===== src/cache_status_regs.svh =====
// Register offsets, field positions and reset values of the cache status and control register.
`ifndef CACHE_STATUS_REGS_SVH
`define CACHE_STATUS_REGS_SVH

`define CSC_REG_NUM          8'h7F
`define CSC_RESET_VALUE      32'h0000_0000
`define CSC_ERR_TYPE_HI      12
`define CSC_ERR_TYPE_LO      8
`define CSC_FIRST_FAULT_BIT  7
`define CSC_NESTED_FAULT_BIT 6
`define CSC_INTR_FLAG_BIT    5
`define CSC_HIT_LATCH_BIT    4
`define CSC_REFRESH_EN_BIT   3
`define CSC_INVAL_ALL_BIT    2
`define CSC_CACHE_EN_BIT     1
`define CSC_HIT_OVERRIDE_BIT 0
`define CSC_ERR_TYPE_RESET   5'h00
`define ERR_ADDR_RESET       32'h0000_0000

`endif


===== src/cache_status_pkg.sv =====
// Types shared by the cache status and control logic.
package cache_status_pkg;

    typedef logic [4:0]  err_type_t;
    typedef logic [31:0] word_t;

    // How a detected error is reported to the core.
    typedef enum logic [1:0] {
        REPORT_NONE   = 2'b00,
        REPORT_INTR   = 2'b01,
        REPORT_MCHECK = 2'b11
    } report_kind_t;

endpackage


===== src/primary_cache_status_control.sv =====
// Status and control register of the primary cache with error capture and cache gating.
`timescale 1ns/100ps
`include "cache_status_regs.svh"

// Behaviour
// - First-fault flag sets on machine-check error; reset or write-one clears it.
// - While first-fault set, error type and error address stay frozen.
// - First-fault set stops cache use; contents and enable bit are kept.
// - Nested-fault flag sets on machine-check error while first-fault already set.
// - Nested fault keeps first error's type and address unchanged.
// - Nested fault disables cache, keeps enable bit; reset or write-one clears.
// - Interrupt flag sets on error reported as soft-error interrupt.
// - Interrupt error captures type only when neither interrupt nor first-fault set.
// - Interrupt flag disables cache, keeps enable bit; reset or write-one clears.
// - Hit latch holds tag comparator on every data read, write, invalidate.
// - Refresh enable gates refresh, counter increment and refresh timer; reset clears.
// - Writing one to invalidate-all flushes valid bits; bit self-clears, reads zero.
// - Cache enabled caches both streams, reports parity errors, never caches I/O.
// - Cache disabled makes every reference a miss unless hit override is set; reset clears enable.
// - Hit override reports hit for memory references, writes still go out.
// - Hit override suppresses data-stream tag and data parity reports.
// - Hit override leaves local bus parity and bus error reports alone.
// - Bits 31 to 13 read zero and ignore writes.
module primary_cache_status_control
    import cache_status_pkg::*;
(
    input  wire logic  clk,               // CPU clock, 20 MHz.
    input  wire logic  rst_n,             // Asynchronous reset, active low.
    input  wire logic  proc_reg_write,    // Internal register write strobe.
    input  wire logic  proc_reg_read,     // Internal register read strobe.
    input  wire logic [7:0] reg_num,      // Internal register number.
    input  wire word_t wr_data,           // Write data.
    output word_t      rd_data,           // Read data, registered.
    input  wire logic  err_valid,         // Error detected this cycle.
    input  wire report_kind_t err_kind,   // How the error is reported.
    input  wire err_type_t err_type,      // Error type bits for this error.
    input  wire word_t err_addr,          // Physical address of the error.
    input  wire logic  err_is_tag_par,    // Error is a tag parity error.
    input  wire logic  err_is_data_par,   // Error is a cache data parity error.
    input  wire logic  ref_valid,         // Reference cycle this cycle.
    input  wire logic  ref_dstream,       // Reference is data stream.
    input  wire logic  ref_io,            // Reference is to I/O space.
    input  wire logic  tag_match,         // Tag comparator output.
    input  wire logic  refresh_tick,      // Refresh timer would count this cycle.
    output logic       cache_hit,         // Reference reported as hit.
    output logic       cache_active,      // Cache usable for lookups.
    output logic       parity_report_en,  // Cache parity errors may be reported.
    output logic       flush_pulse,       // Clear every valid bit, one cycle.
    output logic       refresh_step,      // Refresh and counter advance pulse.
    output logic       refresh_run,       // Refresh timer allowed to run.
    output word_t      error_address_latch // Captured error address.
);

    logic      first_fault_flag;
    logic      nested_fault_flag;
    logic      intr_flag;
    logic      hit_latch_reg;
    logic      refresh_en_reg;
    logic      cache_enable;
    logic      hit_override_reg;
    logic      inval_all_reg;
    err_type_t err_type_reg;
    logic      sel_write;
    logic      mcheck_evt;
    logic      intr_evt;
    logic      clr_first;
    logic      clr_nested;
    logic      clr_intr;
    logic      err_suppressed;
    logic      err_kept;
    logic      cache_blocked;
    word_t     status_word;

    assign sel_write = proc_reg_write && (reg_num == `CSC_REG_NUM);
    assign clr_first  = sel_write && wr_data[`CSC_FIRST_FAULT_BIT];
    assign clr_nested = sel_write && wr_data[`CSC_NESTED_FAULT_BIT];
    assign clr_intr   = sel_write && wr_data[`CSC_INTR_FLAG_BIT];

    // Under hit override, cache parity errors on data-stream references are not reported.
    assign err_suppressed = hit_override_reg && ref_dstream && (err_is_tag_par || err_is_data_par);
    assign err_kept   = err_valid && !err_suppressed;
    assign mcheck_evt = err_kept && (err_kind == REPORT_MCHECK);
    assign intr_evt   = err_kept && (err_kind == REPORT_INTR);

    always_ff @(posedge clk or negedge rst_n) begin
        if (!rst_n) begin
            first_fault_flag <= 1'b0;
        end else if (mcheck_evt && !first_fault_flag) begin
            first_fault_flag <= 1'b1;
        end else if (clr_first) begin
            first_fault_flag <= 1'b0;
        end
    end

    always_ff @(posedge clk or negedge rst_n) begin
        if (!rst_n) begin
            nested_fault_flag <= 1'b0;
        end else if (mcheck_evt && first_fault_flag) begin
            nested_fault_flag <= 1'b1;
        end else if (clr_nested) begin
            nested_fault_flag <= 1'b0;
        end
    end

    always_ff @(posedge clk or negedge rst_n) begin
        if (!rst_n) begin
            intr_flag <= 1'b0;
        end else if (intr_evt) begin
            intr_flag <= 1'b1;
        end else if (clr_intr) begin
            intr_flag <= 1'b0;
        end
    end

    // Error type follows the first unlocked error; a machine check may override an interrupt capture.
    always_ff @(posedge clk or negedge rst_n) begin
        if (!rst_n) begin
            err_type_reg <= `CSC_ERR_TYPE_RESET;
        end else if (mcheck_evt && !first_fault_flag) begin
            err_type_reg <= err_type;
        end else if (intr_evt && !intr_flag && !first_fault_flag) begin
            err_type_reg <= err_type;
        end
    end

    always_ff @(posedge clk or negedge rst_n) begin
        if (!rst_n) begin
            error_address_latch <= `ERR_ADDR_RESET;
        end else if (mcheck_evt && !first_fault_flag) begin
            error_address_latch <= err_addr;
        end
    end

    always_ff @(posedge clk or negedge rst_n) begin
        if (!rst_n) begin
            hit_latch_reg <= 1'b0;
        end else if (ref_valid && ref_dstream) begin
            hit_latch_reg <= tag_match;
        end
    end

    always_ff @(posedge clk or negedge rst_n) begin
        if (!rst_n) begin
            refresh_en_reg   <= 1'b0;
            cache_enable     <= 1'b0;
            hit_override_reg <= 1'b0;
        end else if (sel_write) begin
            refresh_en_reg   <= wr_data[`CSC_REFRESH_EN_BIT];
            cache_enable     <= wr_data[`CSC_CACHE_EN_BIT];
            hit_override_reg <= wr_data[`CSC_HIT_OVERRIDE_BIT];
        end
    end

    always_ff @(posedge clk or negedge rst_n) begin
        if (!rst_n) begin
            inval_all_reg <= 1'b0;
        end else begin
            inval_all_reg <= sel_write && wr_data[`CSC_INVAL_ALL_BIT];
        end
    end

    // Any error flag blocks lookups while the enable bit keeps its value.
    assign cache_blocked = first_fault_flag || nested_fault_flag || intr_flag;

    always_ff @(posedge clk or negedge rst_n) begin
        if (!rst_n) begin
            cache_hit        <= 1'b0;
            cache_active     <= 1'b0;
            parity_report_en <= 1'b0;
            flush_pulse      <= 1'b0;
            refresh_step     <= 1'b0;
            refresh_run      <= 1'b0;
        end else begin
            cache_active     <= cache_enable && !cache_blocked;
            parity_report_en <= cache_enable && !cache_blocked;
            if (!ref_valid || ref_io) begin
                cache_hit <= 1'b0;
            end else if (hit_override_reg) begin
                cache_hit <= 1'b1;
            end else begin
                cache_hit <= cache_enable && !cache_blocked && tag_match;
            end
            flush_pulse      <= sel_write && wr_data[`CSC_INVAL_ALL_BIT];
            refresh_step     <= refresh_en_reg && refresh_tick;
            refresh_run      <= refresh_en_reg;
        end
    end

    always_comb begin
        status_word = `CSC_RESET_VALUE;
        status_word[`CSC_ERR_TYPE_HI:`CSC_ERR_TYPE_LO] = err_type_reg;
        status_word[`CSC_FIRST_FAULT_BIT]  = first_fault_flag;
        status_word[`CSC_NESTED_FAULT_BIT] = nested_fault_flag;
        status_word[`CSC_INTR_FLAG_BIT]    = intr_flag;
        status_word[`CSC_HIT_LATCH_BIT]    = hit_latch_reg;
        status_word[`CSC_REFRESH_EN_BIT]   = refresh_en_reg;
        status_word[`CSC_INVAL_ALL_BIT]    = 1'b0;
        status_word[`CSC_CACHE_EN_BIT]     = cache_enable;
        status_word[`CSC_HIT_OVERRIDE_BIT] = hit_override_reg;
    end

    always_ff @(posedge clk or negedge rst_n) begin
        if (!rst_n) begin
            rd_data <= `CSC_RESET_VALUE;
        end else if (proc_reg_read && (reg_num == `CSC_REG_NUM)) begin
            rd_data <= status_word;
        end else begin
            rd_data <= `CSC_RESET_VALUE;
        end
    end

    first_set_a: assert property (@(posedge clk) disable iff (!rst_n)
        mcheck_evt |=> first_fault_flag)
        else $error("First-fault flag not set after machine check.");

    addr_frozen_a: assert property (@(posedge clk) disable iff (!rst_n)
        first_fault_flag |=> $stable(error_address_latch))
        else $error("Error address changed while first fault held.");

    blocked_off_a: assert property (@(posedge clk) disable iff (!rst_n)
        (cache_blocked && !hit_override_reg) ##1 cache_blocked |-> !cache_active)
        else $error("Cache active while an error flag is set.");

    nested_set_a: assert property (@(posedge clk) disable iff (!rst_n)
        (mcheck_evt && first_fault_flag) |=> nested_fault_flag && $stable(err_type_reg))
        else $error("Nested fault not recorded or type overwritten.");

    intr_keep_a: assert property (@(posedge clk) disable iff (!rst_n)
        (intr_flag && !mcheck_evt) |=> $stable(err_type_reg))
        else $error("Error type changed while interrupt flag held.");

    enable_kept_a: assert property (@(posedge clk) disable iff (!rst_n)
        (err_valid && !sel_write) |=> $stable(cache_enable))
        else $error("Cache enable changed by an error.");

    flush_pulse_a: assert property (@(posedge clk) disable iff (!rst_n)
        (sel_write && wr_data[`CSC_INVAL_ALL_BIT]) |=> flush_pulse ##1 !inval_all_reg || flush_pulse)
        else $error("Invalidate-all did not pulse.");

    override_hit_a: assert property (@(posedge clk) disable iff (!rst_n)
        (ref_valid && !ref_io && hit_override_reg) |=> cache_hit)
        else $error("Hit override did not force a hit.");

    disabled_miss_a: assert property (@(posedge clk) disable iff (!rst_n)
        (ref_valid && !cache_enable && !hit_override_reg) |=> !cache_hit)
        else $error("Hit reported with cache disabled.");

    refresh_gate_a: assert property (@(posedge clk) disable iff (!rst_n)
        !refresh_en_reg |=> !refresh_step)
        else $error("Refresh stepped while disabled.");

    high_zero_a: assert property (@(posedge clk) disable iff (!rst_n)
        rd_data[31:13] == 19'h0_0000)
        else $error("Reserved status bits read nonzero.");

    first_clear_a: assert property (@(posedge clk) disable iff (!rst_n)
        (clr_first && !mcheck_evt) |=> !first_fault_flag)
        else $error("First-fault flag not cleared by a write of one.");

    mcheck_capture_a: assert property (@(posedge clk) disable iff (!rst_n)
        (mcheck_evt && !first_fault_flag) |=> (error_address_latch == $past(err_addr)) && (err_type_reg == $past(err_type)))
        else $error("First machine check not captured.");

    first_type_frozen_a: assert property (@(posedge clk) disable iff (!rst_n)
        first_fault_flag |=> $stable(err_type_reg))
        else $error("Error type changed while first fault held.");

    nested_addr_a: assert property (@(posedge clk) disable iff (!rst_n)
        (mcheck_evt && first_fault_flag) |=> $stable(error_address_latch))
        else $error("Nested fault overwrote the error address.");

    nested_clear_a: assert property (@(posedge clk) disable iff (!rst_n)
        (clr_nested && !(mcheck_evt && first_fault_flag)) |=> !nested_fault_flag)
        else $error("Nested-fault flag not cleared by a write of one.");

    intr_set_a: assert property (@(posedge clk) disable iff (!rst_n)
        intr_evt |=> intr_flag)
        else $error("Interrupt flag not set after interrupt error.");

    type_capture_a: assert property (@(posedge clk) disable iff (!rst_n)
        (intr_evt && !intr_flag && !first_fault_flag) |=> (err_type_reg == $past(err_type)))
        else $error("Interrupt error type not captured.");

    intr_clear_a: assert property (@(posedge clk) disable iff (!rst_n)
        (clr_intr && !intr_evt) |=> !intr_flag)
        else $error("Interrupt flag not cleared by a write of one.");

    hit_latch_a: assert property (@(posedge clk) disable iff (!rst_n)
        (ref_valid && ref_dstream) |=> (hit_latch_reg == $past(tag_match)))
        else $error("Hit latch did not follow the tag comparator.");

    hit_hold_a: assert property (@(posedge clk) disable iff (!rst_n)
        !(ref_valid && ref_dstream) |=> $stable(hit_latch_reg))
        else $error("Hit latch changed without a data reference.");

    refresh_step_a: assert property (@(posedge clk) disable iff (!rst_n)
        (refresh_en_reg && refresh_tick) |=> refresh_step)
        else $error("Refresh did not step while enabled.");

    refresh_run_a: assert property (@(posedge clk) disable iff (!rst_n)
        refresh_en_reg |=> refresh_run)
        else $error("Refresh timer stopped while enabled.");

    flush_once_a: assert property (@(posedge clk) disable iff (!rst_n)
        (flush_pulse && !sel_write) |=> !flush_pulse)
        else $error("Invalidate-all pulse lasted more than one cycle.");

    io_miss_a: assert property (@(posedge clk) disable iff (!rst_n)
        (ref_valid && ref_io) |=> !cache_hit)
        else $error("I/O reference reported as a hit.");

    enabled_hit_a: assert property (@(posedge clk) disable iff (!rst_n)
        (ref_valid && !ref_io && cache_enable && !cache_blocked && !hit_override_reg) |=> (cache_hit == $past(tag_match)))
        else $error("Enabled cache hit differs from the tag comparator.");

    blocked_miss_a: assert property (@(posedge clk) disable iff (!rst_n)
        (ref_valid && cache_blocked && !hit_override_reg) |=> !cache_hit)
        else $error("Hit reported while an error flag is set.");

    active_enable_a: assert property (@(posedge clk) disable iff (!rst_n)
        !cache_enable |=> !cache_active && !parity_report_en)
        else $error("Cache active with the enable bit clear.");

    suppress_a: assert property (@(posedge clk) disable iff (!rst_n)
        (err_valid && err_suppressed && !sel_write) |=> $stable({first_fault_flag, nested_fault_flag, intr_flag}))
        else $error("Suppressed parity error changed an error flag.");

    bus_err_intr_a: assert property (@(posedge clk) disable iff (!rst_n)
        (err_valid && (err_kind == REPORT_INTR) && !err_is_tag_par && !err_is_data_par) |=> intr_flag)
        else $error("Non-parity interrupt error not reported.");

    bus_err_mc_a: assert property (@(posedge clk) disable iff (!rst_n)
        (err_valid && (err_kind == REPORT_MCHECK) && !err_is_tag_par && !err_is_data_par && !sel_write) |=> first_fault_flag)
        else $error("Non-parity machine check not reported.");

    read_data_a: assert property (@(posedge clk) disable iff (!rst_n)
        (proc_reg_read && (reg_num == `CSC_REG_NUM)) |=> (rd_data == $past(status_word)))
        else $error("Read data differs from the status word.");

    ro_write_a: assert property (@(posedge clk) disable iff (!rst_n)
        (sel_write && !err_valid && !ref_valid) |=> $stable(err_type_reg) && $stable(hit_latch_reg))
        else $error("Write changed a read-only status field.");

    first_w0_a: assert property (@(posedge clk) disable iff (!rst_n)
        (sel_write && !wr_data[`CSC_FIRST_FAULT_BIT] && first_fault_flag) |=> first_fault_flag)
        else $error("Writing zero cleared the first-fault flag.");

    intr_w0_a: assert property (@(posedge clk) disable iff (!rst_n)
        (sel_write && !wr_data[`CSC_INTR_FLAG_BIT] && intr_flag) |=> intr_flag)
        else $error("Writing zero cleared the interrupt flag.");

endmodule // primary_cache_status_control


===== config.mk =====
export PLATFORM = sky130hd
export DESIGN_NAME = primary_cache_status_control
export DESIGN_NICKNAME = d
export VERILOG_FILES = /design/src/cache_status_pkg.sv /design/src/primary_cache_status_control.sv
export VERILOG_INCLUDE_DIRS = /design/src
export SDC_FILE = /design/constraint.sdc
export NUM_CORES = 1
export LEC_CHECK = 0
export BUFFER_PORTS_ARGS = -buffer_cell sky130_fd_sc_hd__clkbuf_2
export CELL_PAD_IN_SITES_DETAIL_PLACEMENT = 0
export CELL_PAD_IN_SITES_GLOBAL_PLACEMENT = 2
export CORE_MARGIN = 5
export CORE_UTILIZATION = 25
export CTS_CLUSTER_DIAMETER = 30
export DETAILED_ROUTE_END_ITERATION = 8
export MAX_ROUTING_LAYER = met4
export PLACE_DENSITY = 0.8
export SETUP_SLACK_MARGIN = 0.05
export SYNTH_ARGS = -nofsm -noshare
export SYNTH_HDL_FRONTEND = slang
export SYNTH_SLANG_ARGS = --single-unit

===== constraint.sdc =====
create_clock -name clk -period 2 [get_ports clk]
set_input_delay 0.4 -clock clk [delete_from_list [all_inputs] [get_ports clk]]
set_output_delay 0.4 -clock clk [all_outputs]
set_load 0.1 [all_outputs]

==> results.toml <==
[run_status]
outcome = "complete, no violations"

[routing]
via_per_inst = 3.87
firstDrtPassIters = 4
vias = 1677
wl_per_cell_um = 12.8
drc_errors = 0
first_iter_violations = 54
drtAntennaViolNets = 0
wirelength_mm = 5.53

[setup_path]
worst-setup-path-type = "flop to flop"
critPathLaunchType = "flop"
worst_setup_path_end_kind = "flop"
crit_required_ns = 2.21
cp_max_fo = 32
worstPathArrival_ns = 1.82

[timing]
finalHoldViolations = 0
rsz0062_at_grt = "false"
slew_headroom = 0.622
clock_skew_ns = 0.00489
tns_ns = 0
setup_violations = 0
fmax_mhz = 619
tightest_slew_ns = 0.569
slew_viol_final = 0
fin_crit_ns = 1.62
finalCritPeriodShare = 0.808

[final_layout]
finalNetCount = 386
largest_reg_flops = 32
n_antenna_cell = 0
drive_gt1_frac = 0.597
final_util = 0.346
syn_to_final_growth_pct = 35.4

[power_and_ir_drop]
power_leakage_nw = 1.74
vdd_drop_max_v = 0.000956
p_total_mw = 6.52
p_per_area_mw_per_mm2 = 1920

[synth]
ys_top_cells_by_area = "dfrtp_1 61%, mux2_2 18%, buf_4 6.3%"
synth_cell_types = 26
netlist_top_cells_count = "61 x dfrtp_1, 39 x mux2_2, 21 x buf_4"
ys_async_sr_fraction = 1.00
syn_inst = 171
avgSynthCellArea_um2 = 14.6
synth_edf_count = 0
yosys.area.top_type_share = 0.611
synth_warnings = 0
ys_ff_latch = 61
synthFlopType = "dfrtp_1"
yosysSeqAreaShare = 0.611
yosysTopAreaCell = "dfrtp_1"
synth.most_common_cell = "dfrtp_1"
syn-cell-area_mm2 = 0.00250

[cts]
root_buffer = "clkbuf_8"
cts_setup_buffers = 0
cts_buffer_depth = 2
cts_resized = 0
cts_buffers = 9
cts.sinks = 61
cts_tree = "built"
insertion_delay_ns = 0.33
cts.clk_slew.worst_paths_ns = 0.07
htreeDepth = 3
cts_hold_buf = 0

[placement]
dp_hpwl_mm = 4.38
place_congestion = 0.713
portBuffers = 115

[grt]
overflow = 0
track_usage = 0.0951
grt_pass1_vias = 1678
grt_antenna_before_repair = 0
grt_first_pass_wirelength_mm = 8.41
grt_max_degree = 33

[job]
maxCapViolCount = 0

[floorplan]
die_y_um = 110
rows = 36
coreArea_mm2 = 0.00977
start_util = 0.256
io_pins = 161
dieArea_mm2 = 0.0121
die_w_um = 110

[hold_path]
holdCritPathClass = "primary input to async pin"
==> worst max-delay path: stages, from the launching register on <==
cell     delay [ns]
dfrtp_1        0.48
nor4_4         0.39
buf_12         0.25
mux2_2         0.36
==> logic make-up (layout without fill, tap and decap cells) <==
family,Yosys count,in the layout,share of synthesized area
other cells,1,20,0.00150
mux,41,41,0.185
simple gates,30,30,0.0846
flops,61,61,0.611
compound gates,8,8,0.0330
buf+inv,30,140,0.0856
==> worst paths after layout <==
check,startpoint,to,slack (ns),cells after the start
max,first_fault_flag,error_address_latch[0],0.38,3
min,rst_n,error_address_latch[9],0.04,1
max reg2reg,first_fault_flag,error_address_latch[0],0.38,3
min reg2reg,refresh_en_reg,refresh_run,0.41,0
max in group asynchronous,rst_n,error_address_latch[1],1.30,2
min in group clk,ref_io,cache_hit,0.22,2
==> through the flow <==
stage	hold WS, ns	cells	setup WS, ns	area (um^2)
2_1_floorplan	0.104	190	0.276	2570
3_3_place_gp	0.391	417	0.239	3160
3_5_place_dp	0.405	417	0.216	3160
4_1_cts	0.0328	433	0.371	3390
5_1_grt	0.0626	433	0.300	3390
6_report	0.0385	433	0.384	3390
==> where the power goes <==
group,switching [mW],internal [mW]
Clock,0.449,0.766
Sequential,0.193,1.63
Combinational,2.94,0.546
==> cell type report <==
cell class,count,area [um^2]
Inverter,5,18.8
Clock inverter,4,70.1
Clock buffer,12,155
Multi-Input combinational cell,99,831
Tap cell,133,166
Timing Repair Buffer,119,618
Sequential cell,61,1530
Fill cell,996,6390
==> per-layer routing <==
layer,part of all wire,GRT usage,routed length (um),vias to the layer above
li1,-,-,-,790
met1,0.41,0.118,2280,783
met2,0.45,0.140,2490,97
met3,0.12,0.0245,652,7
met4,0.018,0.0561,99,0
met5,0,-,0,-
==> cell usage in the layout (no fill, tap or decap), types with 2 or more instances in the layout <==
cell and instances:
clkbuf_2 114, dfrtp_1 61, mux2_2 39, conb_1 20, and2_1 13, clkbuf_8 11
nand2_1 6, inv_1 5, o31ai_1 3, buf_4 3, mux2_1 2, o21ai_0 2
bufinv_16 2, clkinv_2 2
(Power assumes the default switching activity.)
